**config.mk**
```make
export PLATFORM = sky130hd
export DESIGN_NAME = adq_sequencer
export DESIGN_NICKNAME = d
export VERILOG_FILES = /design/src/adq_pkg.sv /design/src/adq_sequencer.sv /design/src/adq_sync.sv /design/src/adq_timer.sv
export SDC_FILE = /design/constraint.sdc
export NUM_CORES = 1
export LEC_CHECK = 0
export BUFFER_PORTS_ARGS = -buffer_cell sky130_fd_sc_hd__buf_2
export CORE_UTILIZATION = 44
export CTS_CLUSTER_DIAMETER = 50
export DETAILED_ROUTE_END_ITERATION = 7
export GPL_ROUTABILITY_DRIVEN = 0
export SETUP_SLACK_MARGIN = 0.2
export SYNTH_ARGS = -nofsm -noshare
export SYNTH_HDL_FRONTEND = slang
export SYNTH_HIERARCHICAL = 1
export SYNTH_SLANG_ARGS = --single-unit
export TNS_END_PERCENT = 30
```
**constraint.sdc**
```tcl
create_clock -name mclk -period 6.3 [get_ports mclk]
set_clock_uncertainty 0.2 [all_clocks]
set_input_delay 0.63 -clock mclk [delete_from_list [all_inputs] [get_ports mclk]]
set_output_delay 0.63 -clock mclk [all_outputs]
set_load 0.02 [all_outputs]
```
**src/adq_pkg.sv**
```systemverilog
package adq_pkg;

	// Clock and timing
	localparam int CLK_MHZ      = 10;
	localparam int OSC_WAKE_US  = 1000;
	localparam int OSC_WAKE_CYC = OSC_WAKE_US * CLK_MHZ;
	localparam int FS_UNIT_CYC  = 1024;
	localparam int SETTLE_SINC4 = 4;
	localparam int SETTLE_SINC3 = 3;
	localparam int RESET_ONES   = 40;

	// Register selects carried in the communications byte
	localparam logic [2:0] RS_COMMS  = 3'h0;
	localparam logic [2:0] RS_MODE   = 3'h1;
	localparam logic [2:0] RS_CONFIG = 3'h2;
	localparam logic [2:0] RS_DATA   = 3'h3;

	// Communications byte fields
	localparam int COMMS_RW     = 6;
	localparam int COMMS_RS_MSB = 5;
	localparam int COMMS_RS_LSB = 3;

	// Mode register fields
	localparam int MODE_OP_MSB  = 23;
	localparam int MODE_OP_LSB  = 21;
	localparam int MODE_STA     = 20;
	localparam int MODE_SINC3   = 15;
	localparam int MODE_ZLAT    = 11;
	localparam int MODE_REJ     = 10;
	localparam int MODE_FS_MSB  = 9;

	// Configuration register fields
	localparam int CFG_CH_MSB   = 15;
	localparam int CFG_CH_LSB   = 8;

	// Values after reset
	localparam logic [23:0] MODE_RESET   = 24'h080060;
	localparam logic [23:0] CONFIG_RESET = 24'h000100;

	localparam logic [2:0] OP_CONT   = 3'h0;
	localparam logic [2:0] OP_SINGLE = 3'h1;

	// Transfer lengths in bits
	localparam logic [5:0] LEN_BYTE     = 6'h08;
	localparam logic [5:0] LEN_WORD     = 6'h18;
	localparam logic [5:0] LEN_WORD_STA = 6'h20;

	typedef enum logic [1:0] {
		SQ_IDLE   = 2'h0,
		SQ_WAKE   = 2'h1,
		SQ_SETTLE = 2'h3,
		SQ_RUN    = 2'h2
	} adq_seq_e;

	typedef enum logic [1:0] {
		IF_COMMS = 2'h0,
		IF_WRITE = 2'h1,
		IF_READ  = 2'h3
	} adq_if_e;

	typedef struct packed {
		logic cs_n;
		logic sclk;
		logic din;
	} adq_pins_s;

	typedef struct packed {
		logic [3:0]  chan;
		logic [23:0] data;
	} adq_conv_s;

	localparam adq_pins_s PINS_IDLE = '{cs_n: 1'b1, sclk: 1'b1, din: 1'b0};

	// Next enabled channel after cur, wrapping; index 8 when none enabled
	function automatic logic [3:0] adq_next_chan(input logic [7:0] en, input logic [2:0] cur);
		logic [3:0] res;
		logic [2:0] idx;
		res = 4'h8;
		for (int k = 8; k >= 1; k--) begin
			idx = cur + 3'(k);
			if (en[idx])
				res = {1'b0, idx};
		end
		return res;
	endfunction : adq_next_chan

endpackage : adq_pkg

```
**src/adq_sequencer.sv**
```systemverilog
`timescale 1ns/1ns

// Summary of operation
// - Zero latency: every conversion gets full settling, rate fixed by settling time.
// - Enabled channels are converted one after another in continuous mode.
// - Selecting a channel restarts the filter, raises ready, waits full settling.
// - Ready falls on valid result; next channel converts while result stays readable.
// - Settling is fs period times four, or three for the lower filter order.
// - Status byte follows 24-bit data when appending; low nibble names channel.
// - After any reset the interface waits for a communications byte first.
// - Communications byte picks read or write and the target register.
// - Writes enter on data input, reads leave on data-out, timed by sclk.
// - Data-out low on new word, high after data read and before update.
// - Data word may be reread; host finishes reads before next update.
// - Chip select may stay low permanently; ready still visible on data-out.
// - Output MSB appears when chip select falls; free-running sclk tolerated.
// - Forty consecutive ones on data input reset interface and all registers.
// - Opmode 0,0,1 powers up, converts once, returns to power-down.
// - Oscillator wake of about 1 ms precedes a single conversion from power-down.
// - Single mode: ready stays high after read until next conversion completes.
// - Single mode cycles each enabled channel once, ready low after each result.
// - Continuous conversion is the operating mode after power-up.
module adq_sequencer #(
	parameter int OSC_WAKE_CYC = adq_pkg::OSC_WAKE_CYC,
	parameter int FS_UNIT_CYC  = adq_pkg::FS_UNIT_CYC
) (
	input  wire logic        mclk,
	input  wire logic        resetn,
	input  wire logic        cs_n,
	input  wire logic        sclk,
	input  wire logic        din,
	output logic             dout_rdy,
	output logic             dout_oe,
	input  wire logic [23:0] conv_result,
	output logic             flt_restart,
	output logic [2:0]       chan_sel,
	output logic             osc_on,
	output logic             dual_mains_reject
);

	adq_pkg::adq_pins_s pins_raw;
	adq_pkg::adq_pins_s pins;
	adq_pkg::adq_seq_e  seq_state;
	adq_pkg::adq_if_e   if_state;
	adq_pkg::adq_conv_s result;

	logic        sclk_d;
	logic        sclk_rise;
	logic        sclk_fall;
	logic        cs_active;
	logic [5:0]  ones_cnt;
	logic        soft_rst;

	logic [23:0] mode_reg;
	logic [23:0] config_reg;
	logic        rdy_n;

	logic [5:0]  bit_cnt;
	logic [5:0]  xfer_len;
	logic [2:0]  target;
	logic [23:0] shin;
	logic [31:0] shout;
	logic [23:0] word_in;
	logic        last_bit;
	logic        wr_mode;
	logic        wr_cfg;
	logic        data_rd;

	logic        kick;
	logic [2:0]  cur_ch;
	logic        tmr_clear;
	logic        tmr_load;
	logic [25:0] tmr_value;
	logic        tmr_pre;
	logic        tmr_done;
	logic        conv_done;
	logic        seq_start;
	logic [3:0]  nxt;
	logic [3:0]  first_ch;
	logic [2:0]  opmode;
	logic [7:0]  ch_en;
	logic [9:0]  fs_val;
	logic [25:0] period_cyc;
	logic [25:0] settle_cyc;
	logic [7:0]  status;

	assign pins_raw = '{cs_n: cs_n, sclk: sclk, din: din};

	adq_sync u_sync (
		.mclk     (mclk),
		.resetn   (resetn),
		.pins_in  (pins_raw),
		.pins_out (pins)
	);

	always_ff @(posedge mclk or negedge resetn) begin
		if (!resetn)
			sclk_d <= 1'b1;
		else
			sclk_d <= pins.sclk;
	end

	assign cs_active = !pins.cs_n;
	assign sclk_rise = cs_active && pins.sclk && !sclk_d;
	assign sclk_fall = cs_active && !pins.sclk && sclk_d;

	// Interface reset by a long run of ones
	always_ff @(posedge mclk or negedge resetn) begin
		if (!resetn)
			ones_cnt <= 6'h00;
		else if (soft_rst)
			ones_cnt <= 6'h00;
		else if (sclk_rise)
			ones_cnt <= pins.din ? ones_cnt + 6'h01 : 6'h00;
	end

	assign soft_rst = sclk_rise && pins.din && (ones_cnt == 6'(adq_pkg::RESET_ONES - 1));

	// Register fields
	assign opmode            = mode_reg[adq_pkg::MODE_OP_MSB:adq_pkg::MODE_OP_LSB];
	assign ch_en             = config_reg[adq_pkg::CFG_CH_MSB:adq_pkg::CFG_CH_LSB];
	assign fs_val            = (mode_reg[adq_pkg::MODE_FS_MSB:0] == 10'h000) ? 10'h001
		: mode_reg[adq_pkg::MODE_FS_MSB:0];
	assign dual_mains_reject = mode_reg[adq_pkg::MODE_REJ];
	assign status            = {rdy_n, 3'h0, result.chan};

	// Output period and settling in master clock cycles
	assign period_cyc = 26'(FS_UNIT_CYC) * 26'(fs_val);
	assign settle_cyc = mode_reg[adq_pkg::MODE_SINC3]
		? 26'(adq_pkg::SETTLE_SINC3) * period_cyc
		: 26'(adq_pkg::SETTLE_SINC4) * period_cyc;

	assign word_in  = {shin[22:0], pins.din};
	assign last_bit = (bit_cnt == xfer_len - 6'h01);
	assign wr_mode  = sclk_rise && (if_state == adq_pkg::IF_WRITE) && last_bit
		&& (target == adq_pkg::RS_MODE);
	assign wr_cfg   = sclk_rise && (if_state == adq_pkg::IF_WRITE) && last_bit
		&& (target == adq_pkg::RS_CONFIG);
	assign data_rd  = sclk_rise && (if_state == adq_pkg::IF_READ) && last_bit
		&& (target == adq_pkg::RS_DATA);

	// Left-aligned read image of a register
	function automatic logic [31:0] read_image(input logic [2:0] rs);
		logic [31:0] img;
		case (rs)
			adq_pkg::RS_COMMS:  img = {status, 24'h000000};
			adq_pkg::RS_MODE:   img = {mode_reg, 8'h00};
			adq_pkg::RS_CONFIG: img = {config_reg, 8'h00};
			adq_pkg::RS_DATA:   img = {result.data, mode_reg[adq_pkg::MODE_STA] ? status : 8'h00};
			default:            img = 32'h00000000;
		endcase
		return img;
	endfunction : read_image

	function automatic logic [5:0] read_len(input logic [2:0] rs);
		logic [5:0] len;
		case (rs)
			adq_pkg::RS_COMMS: len = adq_pkg::LEN_BYTE;
			adq_pkg::RS_DATA:  len = mode_reg[adq_pkg::MODE_STA] ? adq_pkg::LEN_WORD_STA
				: adq_pkg::LEN_WORD;
			default:           len = adq_pkg::LEN_WORD;
		endcase
		return len;
	endfunction : read_len

	// Serial interface: every access opens with a communications byte
	always_ff @(posedge mclk or negedge resetn) begin
		if (!resetn) begin
			if_state <= adq_pkg::IF_COMMS;
			bit_cnt  <= 6'h00;
			xfer_len <= adq_pkg::LEN_BYTE;
			target   <= adq_pkg::RS_COMMS;
			shin     <= 24'h000000;
			shout    <= 32'h00000000;
		end else if (soft_rst) begin
			if_state <= adq_pkg::IF_COMMS;
			bit_cnt  <= 6'h00;
			xfer_len <= adq_pkg::LEN_BYTE;
			target   <= adq_pkg::RS_COMMS;
			shin     <= 24'h000000;
			shout    <= 32'h00000000;
		end else if (!cs_active) begin
			// Deselect drops any partial word but keeps the pending operation
			bit_cnt <= 6'h00;
		end else if (sclk_rise) begin
			shin <= word_in;
			if (!last_bit) begin
				bit_cnt <= bit_cnt + 6'h01;
			end else begin
				bit_cnt <= 6'h00;
				case (if_state)
					adq_pkg::IF_COMMS: begin
						target <= word_in[adq_pkg::COMMS_RS_MSB:adq_pkg::COMMS_RS_LSB];
						if (word_in[adq_pkg::COMMS_RW]) begin
							if_state <= adq_pkg::IF_READ;
							xfer_len <= read_len(word_in[adq_pkg::COMMS_RS_MSB:adq_pkg::COMMS_RS_LSB]);
							shout    <= read_image(word_in[adq_pkg::COMMS_RS_MSB:adq_pkg::COMMS_RS_LSB]);
						end else if (word_in[adq_pkg::COMMS_RS_MSB:adq_pkg::COMMS_RS_LSB]
							== adq_pkg::RS_MODE
							|| word_in[adq_pkg::COMMS_RS_MSB:adq_pkg::COMMS_RS_LSB]
							== adq_pkg::RS_CONFIG) begin
							if_state <= adq_pkg::IF_WRITE;
							xfer_len <= adq_pkg::LEN_WORD;
						end
					end
					adq_pkg::IF_WRITE,
					adq_pkg::IF_READ: begin
						if_state <= adq_pkg::IF_COMMS;
						xfer_len <= adq_pkg::LEN_BYTE;
					end
					default: begin
						if_state <= adq_pkg::IF_COMMS;
						xfer_len <= adq_pkg::LEN_BYTE;
					end
				endcase
			end
		end else if (sclk_fall && if_state == adq_pkg::IF_READ && bit_cnt != 6'h00) begin
			shout <= {shout[30:0], 1'b0};
		end
	end

	// Data-out shows the shifter during a read and ready otherwise
	always_ff @(posedge mclk or negedge resetn) begin
		if (!resetn) begin
			dout_rdy <= 1'b1;
			dout_oe  <= 1'b0;
		end else begin
			dout_oe  <= cs_active;
			dout_rdy <= (if_state == adq_pkg::IF_READ) ? shout[31] : rdy_n;
		end
	end

	// Configuration registers
	always_ff @(posedge mclk or negedge resetn) begin
		if (!resetn) begin
			mode_reg   <= adq_pkg::MODE_RESET;
			config_reg <= adq_pkg::CONFIG_RESET;
		end else if (soft_rst) begin
			mode_reg   <= adq_pkg::MODE_RESET;
			config_reg <= adq_pkg::CONFIG_RESET;
		end else begin
			if (wr_mode)
				mode_reg <= word_in;
			if (wr_cfg)
				config_reg <= word_in;
		end
	end

	// Conversion sequencer
	assign first_ch  = adq_pkg::adq_next_chan(ch_en, 3'h7);
	assign nxt       = adq_pkg::adq_next_chan(ch_en, cur_ch);
	// A restart in the same cycle discards the expiring conversion
	assign conv_done = tmr_done && !seq_start
		&& (seq_state == adq_pkg::SQ_SETTLE || seq_state == adq_pkg::SQ_RUN);
	assign seq_start = kick;

	always_comb begin
		tmr_clear = 1'b0;
		tmr_load  = 1'b0;
		tmr_value = settle_cyc;
		if (seq_start) begin
			if (first_ch[3] || (opmode != adq_pkg::OP_CONT && opmode != adq_pkg::OP_SINGLE)) begin
				tmr_clear = 1'b1;
			end else if (opmode == adq_pkg::OP_SINGLE && seq_state == adq_pkg::SQ_IDLE) begin
				tmr_load  = 1'b1;
				tmr_value = 26'(OSC_WAKE_CYC);
			end else begin
				tmr_load = 1'b1;
			end
		end else if (tmr_done && seq_state == adq_pkg::SQ_WAKE) begin
			tmr_load = 1'b1;
		end else if (conv_done) begin
			if (opmode == adq_pkg::OP_SINGLE && nxt[2:0] <= cur_ch) begin
				tmr_clear = 1'b1;
			end else if (nxt[2:0] != cur_ch || mode_reg[adq_pkg::MODE_ZLAT]) begin
				tmr_load = 1'b1;
			end else begin
				tmr_load  = 1'b1;
				tmr_value = period_cyc;
			end
		end
	end

	adq_timer u_timer (
		.mclk     (mclk),
		.resetn   (resetn),
		.clear    (tmr_clear),
		.load     (tmr_load),
		.value    (tmr_value),
		.pre_done (tmr_pre),
		.done     (tmr_done)
	);

	always_ff @(posedge mclk or negedge resetn) begin
		if (!resetn) begin
			seq_state   <= adq_pkg::SQ_IDLE;
			kick        <= 1'b1;
			cur_ch      <= 3'h0;
			flt_restart <= 1'b0;
		end else if (soft_rst) begin
			seq_state   <= adq_pkg::SQ_IDLE;
			kick        <= 1'b1;
			cur_ch      <= 3'h0;
			flt_restart <= 1'b0;
		end else begin
			// Restart one cycle after a write so it acts on the new register values
			kick        <= wr_mode || wr_cfg;
			flt_restart <= 1'b0;
			if (seq_start) begin
				if (tmr_clear) begin
					seq_state <= adq_pkg::SQ_IDLE;
				end else if (tmr_value == settle_cyc && seq_state != adq_pkg::SQ_IDLE
					|| opmode == adq_pkg::OP_CONT) begin
					seq_state   <= adq_pkg::SQ_SETTLE;
					cur_ch      <= first_ch[2:0];
					flt_restart <= 1'b1;
				end else begin
					seq_state <= adq_pkg::SQ_WAKE;
				end
			end else begin
				case (seq_state)
					adq_pkg::SQ_WAKE: begin
						if (tmr_done) begin
							seq_state   <= adq_pkg::SQ_SETTLE;
							cur_ch      <= first_ch[2:0];
							flt_restart <= 1'b1;
						end
					end
					adq_pkg::SQ_SETTLE,
					adq_pkg::SQ_RUN: begin
						if (conv_done) begin
							if (tmr_clear) begin
								seq_state <= adq_pkg::SQ_IDLE;
							end else if (tmr_value == settle_cyc) begin
								seq_state   <= adq_pkg::SQ_SETTLE;
								cur_ch      <= nxt[2:0];
								flt_restart <= 1'b1;
							end else begin
								seq_state <= adq_pkg::SQ_RUN;
							end
						end
					end
					adq_pkg::SQ_IDLE: seq_state <= adq_pkg::SQ_IDLE;
					default:          seq_state <= adq_pkg::SQ_IDLE;
				endcase
			end
		end
	end

	always_ff @(posedge mclk or negedge resetn) begin
		if (!resetn) begin
			chan_sel <= 3'h0;
			osc_on   <= 1'b1;
		end else begin
			chan_sel <= cur_ch;
			// Up no later than the first restart out of power-down
			osc_on   <= (seq_state != adq_pkg::SQ_IDLE) || (seq_start && !tmr_clear);
		end
	end

	// Result capture; the read shifter holds its own copy
	always_ff @(posedge mclk or negedge resetn) begin
		if (!resetn)
			result <= '0;
		else if (soft_rst)
			result <= '0;
		else if (conv_done)
			result <= '{chan: {1'b0, cur_ch}, data: conv_result};
	end

	// Ready: a fresh result wins over a read finishing in the same cycle
	always_ff @(posedge mclk or negedge resetn) begin
		if (!resetn)
			rdy_n <= 1'b1;
		else if (soft_rst)
			rdy_n <= 1'b1;
		else if (conv_done)
			rdy_n <= 1'b0;
		else if (seq_start || data_rd)
			rdy_n <= 1'b1;
		else if (tmr_pre && (seq_state == adq_pkg::SQ_SETTLE || seq_state == adq_pkg::SQ_RUN))
			rdy_n <= 1'b1;
	end

endmodule : adq_sequencer

```
**src/adq_sync.sv**
```systemverilog
`timescale 1ns/1ns

module adq_sync (
	input  wire logic          mclk,
	input  wire logic          resetn,
	input  adq_pkg::adq_pins_s pins_in,
	output adq_pkg::adq_pins_s pins_out
);

	adq_pkg::adq_pins_s stage;

	// First stage feeds only the second
	always_ff @(posedge mclk or negedge resetn) begin
		if (!resetn) begin
			stage    <= adq_pkg::PINS_IDLE;
			pins_out <= adq_pkg::PINS_IDLE;
		end else begin
			stage    <= pins_in;
			pins_out <= stage;
		end
	end

endmodule : adq_sync

```
**src/adq_timer.sv**
```systemverilog
`timescale 1ns/1ns

module adq_timer (
	input  wire logic        mclk,
	input  wire logic        resetn,
	input  wire logic        clear,
	input  wire logic        load,
	input  wire logic [25:0] value,
	output logic             pre_done,
	output logic             done
);

	logic [25:0] count;

	always_ff @(posedge mclk or negedge resetn) begin
		if (!resetn)
			count <= 26'h0000000;
		else if (clear)
			count <= 26'h0000000;
		else if (load)
			count <= value;
		else if (count != 26'h0000000)
			count <= count - 26'h0000001;
	end

	// Warning one cycle ahead lets ready rise before the update
	// Not gated by load: the reload decision reads done, a gate would close a loop
	assign pre_done = (count == 26'h0000002);
	assign done     = (count == 26'h0000001);

endmodule : adq_timer

```
* Word level (Yosys, flattened, before mapping)
Cells that the tools add are included.
** Operators by class
- Add/subtract/negate cells :: 11
- Multiply operators :: 1
- Order comparisons :: 9
- Equality and inequality tests :: 30
- Muxes and demuxes :: 133
- Reduce and logical (&&, ||, !) cells :: 64
** Operators with widths (count)
- 32-bit 2-to-1 mux :: 7
- 22-bit 2-to-1 mux :: 7
- 32-bit case mux with 4 select lines :: 1
- 26-bit 2-to-1 mux :: 4
- 24-bit 2-to-1 mux :: 4
- 6-bit 2-to-1 mux :: 15
- 23-bit 2-to-1 mux :: 3
- 3-bit 2-to-1 mux :: 21
- 28-bit 2-to-1 mux :: 2
- 1-bit 2-to-1 mux :: 33
- 3-bit by 4-bit < comparator with 1-bit output, second input constant :: 8
- 4-bit 2-to-1 mux :: 8
- 2-bit 2-to-1 mux :: 14
- 26-bit by 1-bit equality test with 1-bit output, second input constant :: 1
- 26-bit by 2-bit equality test with 1-bit output, second input constant :: 1
- 26-bit by 22-bit equality test with 1-bit output :: 1
- 26-bit nonzero test :: 1
- 26-bit by 1-bit subtractor with 26-bit output, second input constant :: 1
- 1-bit binary-select mux with 3-bit select :: 8
- 1-bit logical AND :: 24
- 4-bit inequality test, second input constant :: 4
- 2-bit nonzero test :: 7
- 3-bit adder, second input constant :: 4
- 6-bit by 1-bit adder with 6-bit output, second input constant :: 2
- other kinds (35) :: 67
** Storage, ports and cells
- Register bits after elaboration :: 201
- Input bits :: 29
- Output and inout bits :: 8
- Logic and storage cells :: 276

* Depth between registers and ports, before layout
Gate-level depths: netlist of the first run.
- Word-level depth :: 24
- Depth in mapped cells :: 27
- Gate-level depth less buffers :: 23

* By module
The synthesis of the first run kept the hierarchy.
** By module, submodules not included
- adq_sequencer :: times used 1, cells an instance 1149, area each 9809.4 um^2, sequential area each 4141.5 um^2
- adq_timer :: times used 1, cells an instance 182, area each 1680.4 um^2, sequential area each 650.6 um^2
- adq_sync :: times used 1, cells an instance 6, area each 155.1 um^2, sequential area each 155.1 um^2

* Worst setup path before layout of the first run
No wires, ideal clock.
- Path kind :: register to register
- From :: reg cur_ch[1]
- To :: reg u_timer.count[16]
- Setup time :: 0.142 ns
- Data arrival time :: 5.046 ns
- Data required time :: 5.958 ns
- Setup slack :: 0.912 ns
- Stages on the path, launching flop included :: 28
- Path buffers :: 4
- Period minus slack after synthesis :: 5.388 ns
- Cells stage by stage :: dfrtp_1 -> clkbuf_1 -> clkinv_1 -> ha_1 -> buf_2 -> mux4_2 -> mux2_2 -> nor2b_1 -> a21oi_1 -> o21a_1 -> o21ai_0 -> a221oi_1 -> o21ai_0 -> ha_1 -> nor2b_1 -> o21a_1 -> o21ai_0 -> and2_1 -> nand2_1 -> o21ai_0 -> nor2_1 -> or3_1 -> inv_1 -> nand4_2 -> nand2b_1 -> buf_4 -> buf_6 -> a211oi_1
** Between the ends
- Elaborated cells between the ends (all ways) :: 51
- Classes of those cells :: add/sub: 7; order compare: 1; eq/ne: 1; mux: 39; reduce/logical: 3
** RTL lines
- start: declaration :: RTL line adq_sequencer.sv:70 : logic [2:0] cur_ch;
- start signal: assignment :: RTL line adq_sequencer.sv:315 : cur_ch <= first_ch[2:0];
- start signal: assignment :: RTL line adq_sequencer.sv:325 : cur_ch <= first_ch[2:0];
- start signal: assignment :: RTL line adq_sequencer.sv:336 : cur_ch <= nxt[2:0];
- 3-bit adder or 1-bit binary-select mux with 3-bit select (tied branches) :: RTL line adq_pkg.sv:80, adq_pkg.sv:81
- 1-bit binary-select mux with 3-bit select or 1-bit 2-to-1 mux (tied branches) :: RTL line adq_pkg.sv:81 : if (en[idx])
- 1-bit 2-to-1 mux (not written as such) or 3-bit 2-to-1 mux (tied branches) :: RTL line adq_pkg.sv:81
- 3-bit 2-to-1 mux (7 in a row) :: RTL line adq_pkg.sv:81
- 3-bit <= comparator * :: RTL line adq_sequencer.sv:273 : if (opmode == adq_pkg::OP_SINGLE && nxt[2:0] <= cur_ch) begin
- 1-bit logical AND * :: RTL line adq_sequencer.sv:273
- 1-bit 2-to-1 mux * :: RTL line adq_sequencer.sv:273
- 1-bit 2-to-1 mux * :: RTL line adq_sequencer.sv:272 : end else if (conv_done) begin
- 1-bit 2-to-1 mux * :: RTL line adq_sequencer.sv:270 : end else if (tmr_done && seq_state == adq_pkg::SQ_WAKE) begin
- 1-bit 2-to-1 mux * :: RTL line adq_sequencer.sv:261 : if (seq_start) begin
- named net tmr_clear :: RTL line adq_sequencer.sv:71 : logic tmr_clear;
- 3-bit nonzero test (no line) or 26-bit 2-to-1 mux (tied branches)
- end signal: assignment :: RTL line adq_timer.sv:21 : count <= value;
- end signal: assignment :: RTL line adq_timer.sv:23 : count <= count - 26'h0000001;
- end: declaration :: RTL line adq_timer.sv:13 : logic [25:0] count;
Mark *: on every way through the listed nets, which the timed path passes. The rest lies on a longest branch. The select of a mux whose other input is x is not followed.
A chain may end at the register's enable or synchronous reset.

* Worst setup path after layout of the first run
- From :: reg cur_ch[1]
- To :: reg u_timer.count[2]
Same word-level chain as after synthesis.

==> results.md, run 1 <==
- Status: finished, final reports clean
- Most used DFF post-synth: dfrtp_1
- Vias: 9768
- R2r endpoint: u_timer/count[2]
- Commonest cells in the netlist: nand2_1 (301), dfrtp_1 (183), a21oi_1 (115)
- Final min period: 5.67 ns
- Slowest-stage cell, CP: mux4_2
- Setup bufs post-CTS: 0
- Syn_area_per_cell: 8.71 um^2
- Gr usage total: 23.3%
- Top flop regs: shout x32, result x27, u_timer/count x26
- Cell count after synthesis: 1337
- Final WL: 30500 um
- Ys async rst share: 100%
- DP HPWL: 19900 um
- TritonRoute pass-1 iters: 6
- Reg clk slew, reported paths: 0.08 ns
- Max H-tree Level: 4
- Antenna violations before repair: 0
- Worst-Skew Late Latency: 0.45 ns
- Area contributors post-synth: dfrtp_1 (39%), nand2_1 (9.7%), a21oi_1 (4.9%)
- Yosys reg bits: 197
- Setup tns final: 0 ns
- CP arrival: 5.80 ns
- LEAKAGE: 5.41 nW
- I/O Buffers: 36
- Setup CP Type: flop to flop
- Most common cell in the netlist: nand2_1
- DRC viols: 0
- Crit path largest cell delay: 0.54 ns
- Critical path launch point type: flop
- RSZ-0062 raised after global routing: false
- Max rail drop VDD: 0.133 mV
- Flop2flop setup slack: 0.63 ns
- Post-synth top area share: 39.3%
- Area grow syn2layout: 9.78%
- Antenna Violating Nets Remaining: 0
- TritonCTS clock tree: built
- TritonCTS buffer count: 17
- Post-route cell area: 0.0128 mm^2
- Die Wd: 165 um
- Core area: 0.0260 mm^2
- Placed cell areas: 0.0121 mm^2
- Seq/Total Area, Yosys: 42.5%
- # Max-Cap Violations: 0
- Hold Crit Class: input port to asynchronous set/reset pin
- Worst Path Buf+Inv: 4
- Final core occ: 49.2%
- Tightest Pin Transition: 1.20 ns
- Crit end category: flop
- Pre-CTS WS: 0.405 ns
- Setup violations, final: 0
- First-pass GRT wire length: 49700 um
- Num rows: 59
- Initial Utilization: 44.8%
- Final Hold Fails: 0
- Total Power: 2.74 mW
- Layout cells sized above 1: 12.9%
- Clk buf depth: 2
- FF-to-FF path depth: 24
- Sink Count: 197
- Period utilization: 90.1%
- WP data required: 6.43 ns
- Number of global-route vias before repair: 9361
- Die height: 165 um
- Mapped cell area: 0.0116 mm^2
- Hold-fix buffer count after cts: 0
- Synth cell types: 96
- 1st-iter DRT viols: 826
- Post-CTS resize count: 0
- Delay-heaviest family, CP: compound AO/OA/AOI/OAI gates
- Ys Warns: 6
- # nets final: 1389
- N_diodes: 0
- Worst R2R Start: cur_ch[1]
- Fillers: 2500
- Biggest register: shout
- WL per Instance: 18.1 um
- Fmax: 176 MHz
- Largest register FFs: 32
- Root buffer cell: clkbuf_16
- DR vias/cell: 5.81
- Critical path, cell by cell: clkinvlp_4 -> ha_4 -> mux4_2 -> inv_1 -> o21ai_0 -> nor2_1 -> o21a_1 -> o21ai_0 -> a221oi_1 -> o21ai_0 -> ha_1 -> nor2b_1 -> o21a_1 -> o21ai_0 -> and2_1 -> nand2_1 -> o21ai_0 -> nor2_1 -> or3_1 -> clkinvlp_4 -> nand4_2 -> nand2b_1 -> buf_4 -> nor2_1
- Synth area leader: dfrtp_1
- PD cells: 214 mW/mm^2
- Crit Path Max Fanout: 24
- CP most frequent cell: o21ai_0
- Rel. slew slack: 19.8%
- Number of I/O pins: 37
- Number of synthesized flops with an enable pin: 0
- Largest net degree at the start of global routing: 89
- Final Worst Setup Slack: 0.626 ns
- Final Max Slew Viols: 0
- Die area: 0.0271 mm^2
- Gr ovfl total: 0
[layout make-up]
| class | instances | area [um^2] | area share (%) |
|---|---|---|---|
| Multi-Input combinational cell | 1021 | 6250 | 48.9 |
| Sequential cell | 197 | 4950 | 38.7 |
| Clock buffer | 17 | 425 | 3.33 |
| Tap cell | 335 | 419 | 3.28 |
| Timing Repair Buffer | 58 | 354 | 2.77 |
| Clock inverter | 15 | 230 | 1.80 |
| Inverter | 39 | 154 | 1.20 |
[cells in the final DEF (no fill, tap or decap), types with 8 or more instances in the layout]
master       n
mux4_2       8
nand2_1    300
a21oi_1    115
xnor2_1     30
buf_2       35
inv_1       36
nor2_1      71
mux2_2      22
a22oi_1     30
dfrtp_1    183
nand2b_1     9
buf_4       22
nand3_1     22
ha_1        24
clkbuf_16   17
a22o_1      20
a211oi_1    27
mux2i_1     17
nor3_1      27
o21ai_0     75
nor4_1       8
o31ai_1     30
nand4_1      9
dfstp_2     14
nor2b_1     10
xor2_1       8
conb_1      11
[per-layer routing]
metal | global-route usage [%] | up-vias | routed length (um)
li1 | - | 4770 | -
met1 | 32.2 | 4740 | 14300
met2 | 38.9 | 228 | 14700
met3 | 3.21 | 30 | 1220
met4 | 5.00 | 0 | 316
met5 | 0 | - | 0
[worst register-to-register path, stage by stage, from the launching register on]
cell and delay, ns:
dfrtp_1 0.41, clkinvlp_4 0.22, ha_4 0.39, mux4_2 0.54
inv_1 0.11, o21ai_0 0.19, nor2_1 0.16, o21a_1 0.15
o21ai_0 0.08, a221oi_1 0.33, o21ai_0 0.16, ha_1 0.30
nor2b_1 0.13, o21a_1 0.15, o21ai_0 0.14, and2_1 0.17
nand2_1 0.06, o21ai_0 0.27, nor2_1 0.11, or3_1 0.45
clkinvlp_4 0.20, nand4_2 0.17, nand2b_1 0.12, buf_4 0.27
nor2_1 0.09
[logic make-up after synthesis]
family / after synthesis / synth area share [%]
compound gates: 375 / 20.9
fa+ha+maj: 26 / 2.86
mux: 47 / 5.14
simple gates: 524 / 21.3
buf+inv: 129 / 4.43
xor+xnor: 38 / 2.86
flops: 197 / 42.5
other cells: 1 / 0.0322
[per-stage QoR]
| stage | hold WS, ns | std cells |
|---|---|---|
| 4_1_cts | 0.0507 | 1682 |
| 3_3_place_gp | 0.133 | 1650 |
| 6_report | 0.00285 | 1682 |
| 2_1_floorplan | 0.131 | 1347 |
| 5_1_grt | 0.0393 | 1682 |
| 3_5_place_dp | 0.147 | 1650 |
[where the power goes]
part | leakage (nW) | internal, mW | switching [mW]
Sequential | 2.53 | 1.29 | 0.0347
Clock | 0.316 | 0.596 | 0.609
Combinational | 2.57 | 0.0798 | 0.128
[worst max path at each step]
stage | start | end | slack [ns] | cells after the start
2_1_floorplan | cur_ch[1] | u_timer/count[16] | 0.91 | 27
3_3_place_gp | cur_ch[1] | u_timer/count[21] | 0.56 | 24
4_1_cts | cur_ch[1] | u_timer/count[22] | 0.36 | 24
5_1_grt | cur_ch[1] | u_timer/count[23] | 0.24 | 24
3_5_place_dp | cur_ch[1] | u_timer/count[21] | 0.40 | 24
6_report | cur_ch[1] | u_timer/count[2] | 0.63 | 24
No activity file was read; power rests on OpenSTA's default activity.
==> inputs of run 2 (changes only) <==
--- a/config.mk
+++ b/config.mk
@@ -7,9 +7,9 @@
 export LEC_CHECK = 0
 export BUFFER_PORTS_ARGS = -buffer_cell sky130_fd_sc_hd__buf_2
 export CORE_UTILIZATION = 44
-export CTS_CLUSTER_DIAMETER = 50
 export DETAILED_ROUTE_END_ITERATION = 7
 export GPL_ROUTABILITY_DRIVEN = 0
+export REMOVE_ABC_BUFFERS = 1
 export SETUP_SLACK_MARGIN = 0.2
 export SYNTH_ARGS = -nofsm -noshare
 export SYNTH_HDL_FRONTEND = slang
==> results.md, run 2 (synthesis results as in run 1) <==
- N_diodes: 0 (unchanged)
- Final min period: 5.59 ns (-0.0858 ns)
- Setup violations, final: 0 (unchanged)
- Area grow syn2layout: 9.49%
- Sw Share: 28.1% (-0.059 points)
- TritonRoute pass-1 iters: 5 (-1)
- Setup CP Type: flop to flop
- Critical path launch point type: flop
- Footprint of the multi-input gates: 0.00626 mm^2 (about the same)
- Gr ovfl total: 0 (unchanged)
- Setup tns final: 0 ns (unchanged)
- Clock share of power: 42.5% (-1.5 points)
- Top flop regs: shout x32, result x27, u_timer/count x26
- # Max-Cap Violations: 0 (unchanged)
- Gr usage total: 23.9% (+0.52 points)
- DP HPWL: 19800 um (-0.51%)
- Max rail drop VDD: 0.208 mV (+56%)
- Largest net degree at the start of global routing: 77 (-13%)
- Status: finished, final reports clean
- I/O Buffers: 36 (unchanged)
- Tightest Pin Transition: 1.21 ns (+0.00810 ns)
- WP data required: 6.41 ns (-0.02 ns)
- TritonCTS clock tree: built
- Crit end category: flop
- Worst-Skew Late Latency: 0.44 ns (about the same)
- Number of I/O pins: 37 (unchanged)
- DRC viols: 0 (unchanged)
- # nets final: 1391 (+0.14%)
- Die height: 165 um (unchanged)
- Initial Utilization: 44.8% (unchanged)
- Final Max Slew Viols: 0 (unchanged)
- LEAKAGE: 5.40 nW (-0.17%)
- Comb pwr share: 7.3% (-0.3 points)
- PD cells: 209 mW/mm^2 (-2.5%)
- Final non-filler cell total: 1684 (+0.12%)
- Most frequent cells in the layout: nand2_1 (300), dfrtp_1 (183), a21oi_1 (115)
- Die area: 0.0271 mm^2 (unchanged)
- Layout cells sized above 1: 13.0% (+0.13 points)
- Hold Crit Class: input port to flop
- Number of global-route vias before repair: 9417 (+0.60%)
- Max H-tree Level: 4 (unchanged)
- Worst hold margin: 0.0719 ns (+0.0690 ns)
- Core area: 0.0260 mm^2 (unchanged)
- Vias: 9822 (+0.55%)
- Fmax: 179 MHz (+1.5%)
- Sw Pwr: 0.749 mW (-2.9%)
- Antenna Violating Nets Remaining: 0 (unchanged)
- First-pass GRT wire length: 50700 um (+2.2%)
- Period utilization: 88.7% (-1.4 points)
- Most common cell after layout, fill and taps aside: nand2_1
- WL per Instance: 18.3 um (+1.0%)
- TritonCTS buffer count: 17 (unchanged)
- Root buffer cell: clkbuf_16
- Inst Count DP: 1651 (+0.061%)
- Rel. slew slack: 19.0% (-0.78 points)
- 1st-iter DRT viols: 833 (+0.85%)
- Die Wd: 165 um (unchanged)
- DR vias/cell: 5.83 (+0.43%)
- Largest register FFs: 32 (unchanged)
- CP arrival: 5.70 ns (-0.10 ns)
- Sink Count: 197 (unchanged)
- Seq pwr share: 50.2% (+1.8 points)
- Num rows: 59 (unchanged)
- Crit Path Max Fanout: 24 (unchanged)
- Internal power: 1.92 mW (-2.7%)
- Antenna violations before repair: 0 (unchanged)
- Reg clk slew, reported paths: 0.09 ns (about the same)
- Final Hold Fails: 0 (unchanged)
- Fillers: 2555 (+2.2%)
- Clk buf depth: 2 (unchanged)
- Final WL: 30800 um (+1.1%)
- Biggest register: shout
- Register Area: 0.00495 mm^2 (unchanged)
- RSZ-0062 raised after global routing: false
## run 2: changes by cell type in the layout (fill, tap and decap cells not counted)
cell and change:
o21ai_2 +1, clkinv_8 -3, buf_4 +1, o21ai_0 -1, dlygate4sd3_1 +1, inv_6 +1
clkinv_4 +3, inv_12 -1, clkinv_2 +1, bufinv_16 -1
## run 2: through the flow
step	setup slack [ns]	power (mW)	area, um^2	util (%)
2_1_floorplan	-0.191	1.46	11300	-
3_3_place_gp	0.478	1.56	12100	46.6
3_5_place_dp	0.275	1.56	12100	46.6
4_1_cts	0.277	2.69	12700	49.0
5_1_grt	0.261	2.75	12700	49.1
6_report	0.712	2.66	12700	49.1
## run 2: routing by layer
metal	track usage, %	routed length [um]	vias up
met3	2.99	1230	35
li1	-	-	4754
met4	6.42	468	0
met2	38.3	14600	221
met5	0	0	-
met1	33.9	14500	4812
## run 2: critical path: stages, from the launching register on
cell and delay, ns:
dfrtp_1 0.40, clkinvlp_4 0.23, ha_4 0.40, mux4_2 0.54, inv_1 0.11, o21ai_0 0.20
nor2_1 0.16, o21a_1 0.15, o21ai_0 0.09, a221oi_1 0.33, o21ai_0 0.17, ha_1 0.31
nor2b_1 0.13, o21a_1 0.15, o21ai_0 0.13, and2_1 0.17, nand2_1 0.07, o21ai_2 0.14
nor2_1 0.08, or3_1 0.43, clkinvlp_4 0.21, nand4_2 0.16, nand2b_1 0.12, buf_4 0.28
nor2_1 0.10
## run 2: power groups by stage
stage / sequential (mW) / combinational [mW] / clock, mW
2_1_floorplan: 1.36 / 0.104 / 0
3_3_place_gp: 1.36 / 0.195 / 0
3_5_place_dp: 1.36 / 0.197 / 0
4_1_cts: 1.34 / 0.198 / 1.15
5_1_grt: 1.34 / 0.218 / 1.19
6_report: 1.34 / 0.195 / 1.13
## run 2: path summary, 6_finish.rpt
path | start | endpoint | slack [ns] | cells past startpoint
worst min register to register | u_sync/stage[0] | u_sync/pins_out[0] | 0.15 | 0
max in group asynchronous | resetn | shout[12] | 3.96 | 3
worst min-delay path | cs_n | u_sync/stage[2] | 0.07 | 1
worst max-delay path | cur_ch[1] | u_timer/count[4] | 0.71 | 24
worst max register to register | cur_ch[1] | u_timer/count[4] | 0.71 | 24
min in group asynchronous | resetn | u_timer/count[24] | 0.51 | 2
## run 2: cell type report
cell class / count / share of cell area, %
Tap cell: 335 / 3.29
Multi-Input combinational cell: 1021 / 49.1
Timing Repair Buffer: 60 / 2.91
Clock buffer: 17 / 3.34
Clock inverter: 15 / 1.37
Sequential cell: 197 / 38.8
Inverter: 39 / 1.21
## run 2: timing repair
item / 4_1_cts / 5_1_grt
hold buffers: 1 / 0
resized for setup: 0 / 6
buffers inserted: 0 / 0
endpoints found under the hold margin: 52 / 0
setup endpoints to repair: 0 / 29
==> inputs of run 3 (changes only) <==
--- a/config.mk
+++ b/config.mk
@@ -5,7 +5,8 @@
 export SDC_FILE = /design/constraint.sdc
 export NUM_CORES = 1
 export LEC_CHECK = 0
-export BUFFER_PORTS_ARGS = -buffer_cell sky130_fd_sc_hd__buf_2
+export BUFFER_PORTS_ARGS = -buffer_cell sky130_fd_sc_hd__buf_4
+export CAP_MARGIN = 10
 export CORE_UTILIZATION = 44
 export DETAILED_ROUTE_END_ITERATION = 7
 export GPL_ROUTABILITY_DRIVEN = 0
==> results.md, run 3 (synthesis results as in run 1) <==
- Post-CTS resize count: 0 (unchanged)
- CP most frequent cell: o21ai_0
- Final non-filler cell total: 1682 (-0.12%)
- Footprint of the multi-input gates: 0.00626 mm^2 (unchanged)
- Worst-Skew Late Latency: 0.44 ns (about the same)
- PD cells: 207 mW/mm^2 (-0.73%)
- TritonRoute pass-1 iters: 5 (unchanged)
- N_diodes: 0 (unchanged)
- Antenna Violating Nets Remaining: 0 (unchanged)
- 1st-iter DRT viols: 861 (+3.4%)
- DP HPWL: 19500 um (-1.9%)
- Die Wd: 165 um (unchanged)
- TritonCTS clock tree: built
- WP data required: 6.40 ns (about the same)
- Most common cell after layout, fill and taps aside: nand2_1
- Inst Count DP: 1650 (-0.061%)
- Num rows: 59 (unchanged)
- Gr ovfl total: 0 (unchanged)
- Tightest Pin Transition: 1.14 ns (-0.0688 ns)
- Sink Count: 197 (unchanged)
- Max H-tree Level: 4 (unchanged)
- Reg clk slew, reported paths: 0.08 ns (about the same)
- I/O Buffers: 36 (unchanged)
- TritonCTS buffer count: 17 (unchanged)
- Gr usage total: 23.4% (-0.44 points)
- Final Hold Fails: 0 (unchanged)
- Setup bufs post-CTS: 0 (unchanged)
- Die height: 165 um (unchanged)
- DRC viols: 0 (unchanged)
- First-pass GRT wire length: 49900 um (-1.7%)
- CP arrival: 5.62 ns (-0.08 ns)
- Crit end category: flop
- # nets final: 1389 (-0.14%)
- Area grow syn2layout: 10.2%
- Root buffer cell: clkbuf_16
- Period utilization: 87.6% (-1.1 points)
- Final min period: 5.52 ns (-0.0712 ns)
- Crit Path Max Fanout: 24 (unchanged)
- Biggest register: shout
- Setup CP Type: flop to flop
- Hold-fix buffer count after cts: 0 (-1)
- Most frequent cells in the layout: nand2_1 (300), dfrtp_1 (183), a21oi_1 (115)
- Hold Crit Class: input port to asynchronous set/reset pin
- LEAKAGE: 5.42 nW (+0.23%)
- Crit path largest cell delay: 0.53 ns (about the same)
- Fillers: 2502 (-2.1%)
- Largest register FFs: 32 (unchanged)
- Die area: 0.0271 mm^2 (unchanged)
- Number of I/O pins: 37 (unchanged)
- Pre-CTS WS: 0.350 ns (+0.0745 ns)
- Status: finished, final reports clean
- Critical path launch point type: flop
- Flop2flop setup slack: 0.78 ns (+0.07 ns)
- Clk buf depth: 2 (unchanged)
- Register Area: 0.00495 mm^2 (unchanged)
- Antenna violations before repair: 0 (unchanged)
- WL per Instance: 18.1 um (-1.2%)
- Vias: 9823 (+0.010%)
- Critical path, cell by cell: clkinvlp_4 -> ha_4 -> mux4_2 -> nand2_1 -> o21ai_0 -> nor2_1 -> o21a_1 -> o21ai_0 -> a221oi_1 -> o21ai_0 -> ha_1 -> nor2b_1 -> o21a_1 -> o21ai_0 -> and2_1 -> nand2_1 -> o21ai_2 -> nor2_1 -> or3_1 -> clkinvlp_4 -> nand4_2 -> nand2b_1 -> buf_4 -> a211oi_1
- Max rail drop VDD: 0.145 mV (-31%)
- Number of global-route vias before repair: 9303 (-1.2%)
- Largest net degree at the start of global routing: 90 (+17%)
- Final Max Slew Viols: 0 (unchanged)
- # Max-Cap Violations: 0 (unchanged)
- Final WL: 30400 um (-1.4%)
- Final Worst Setup Slack: 0.783 ns (+0.0712 ns)
- RSZ-0062 raised after global routing: false
- Fmax: 181 MHz (+1.3%)
- Setup violations, final: 0 (unchanged)
- Slowest-stage cell, CP: mux4_2
- Rel. slew slack: 23.8% (+4.8 points)
- DR vias/cell: 5.84 (+0.13%)
- Layout cells sized above 1: 12.9% (-0.13 points)
- Core area: 0.0260 mm^2 (unchanged)
- Initial Utilization: 44.8% (unchanged)
- Top flop regs: shout x32, result x27, u_timer/count x26
run 3: stage by stage:
step	area (um^2)	util [%]	total power, mW	hold slack [ns]	setup TNS [ns]
after floorplan	11300	-	1.46	0.131	-4.42
after global placement	12200	46.9	1.56	0.134	0
after detailed placement	12200	46.9	1.56	0.139	0
after CTS	12800	49.3	2.69	0.0655	0
after global routing	12800	49.4	2.76	0.0584	0
final	12800	49.4	2.66	0.0510	0
run 3: final cells by class:
cell class / instances / area share, %
flip-flops and latches: 197 / 38.6
clock buffers: 18 / 3.35
inverters: 39 / 1.20
multi-input cells: 1021 / 48.8
clock inverters: 14 / 1.40
repair buffers: 58 / 3.44
well taps: 335 / 3.27
run 3: critical path, delay by kind of cell (launching register included):
kind,cells,cell delay [ns]
fa+ha+maj,2,0.72
simple gates,9,1.43
buf+inv,3,0.70
flops,1,0.39
mux,1,0.53
compound gates,9,1.39
run 3: path summary, 6_finish.rpt:
| path | from | end | cells after the start |
|---|---|---|---|
| min in group mclk | sclk | u_sync/stage[1] | 1 |
| max in group asynchronous | resetn | config_reg[21] | 2 |
| hold reg to reg | u_sync/stage[2] | u_sync/pins_out[2] | 0 |
| setup / recovery | cur_ch[1] | u_timer/count[21] | 24 |
| setup reg to reg | cur_ch[1] | u_timer/count[21] | 24 |
| hold / removal | resetn | u_timer/count[22] | 1 |
run 3: power breakdown:
part / switching (mW) / internal (mW)
Combinational: 0.135 / 0.0845
Clock: 0.579 / 0.543
Sequential: 0.0279 / 1.29
Total: 0.741 / 1.92
run 3: layer usage:
layer | up-vias | part of all wire [%] | global-route usage, %
li1 | 4759 | - | -
met5 | - | 0 | 0
met2 | 240 | 48 | 37.8
met3 | 25 | 3.7 | 3.21
met1 | 4799 | 47 | 33.1
met4 | 0 | 1.4 | 5.55
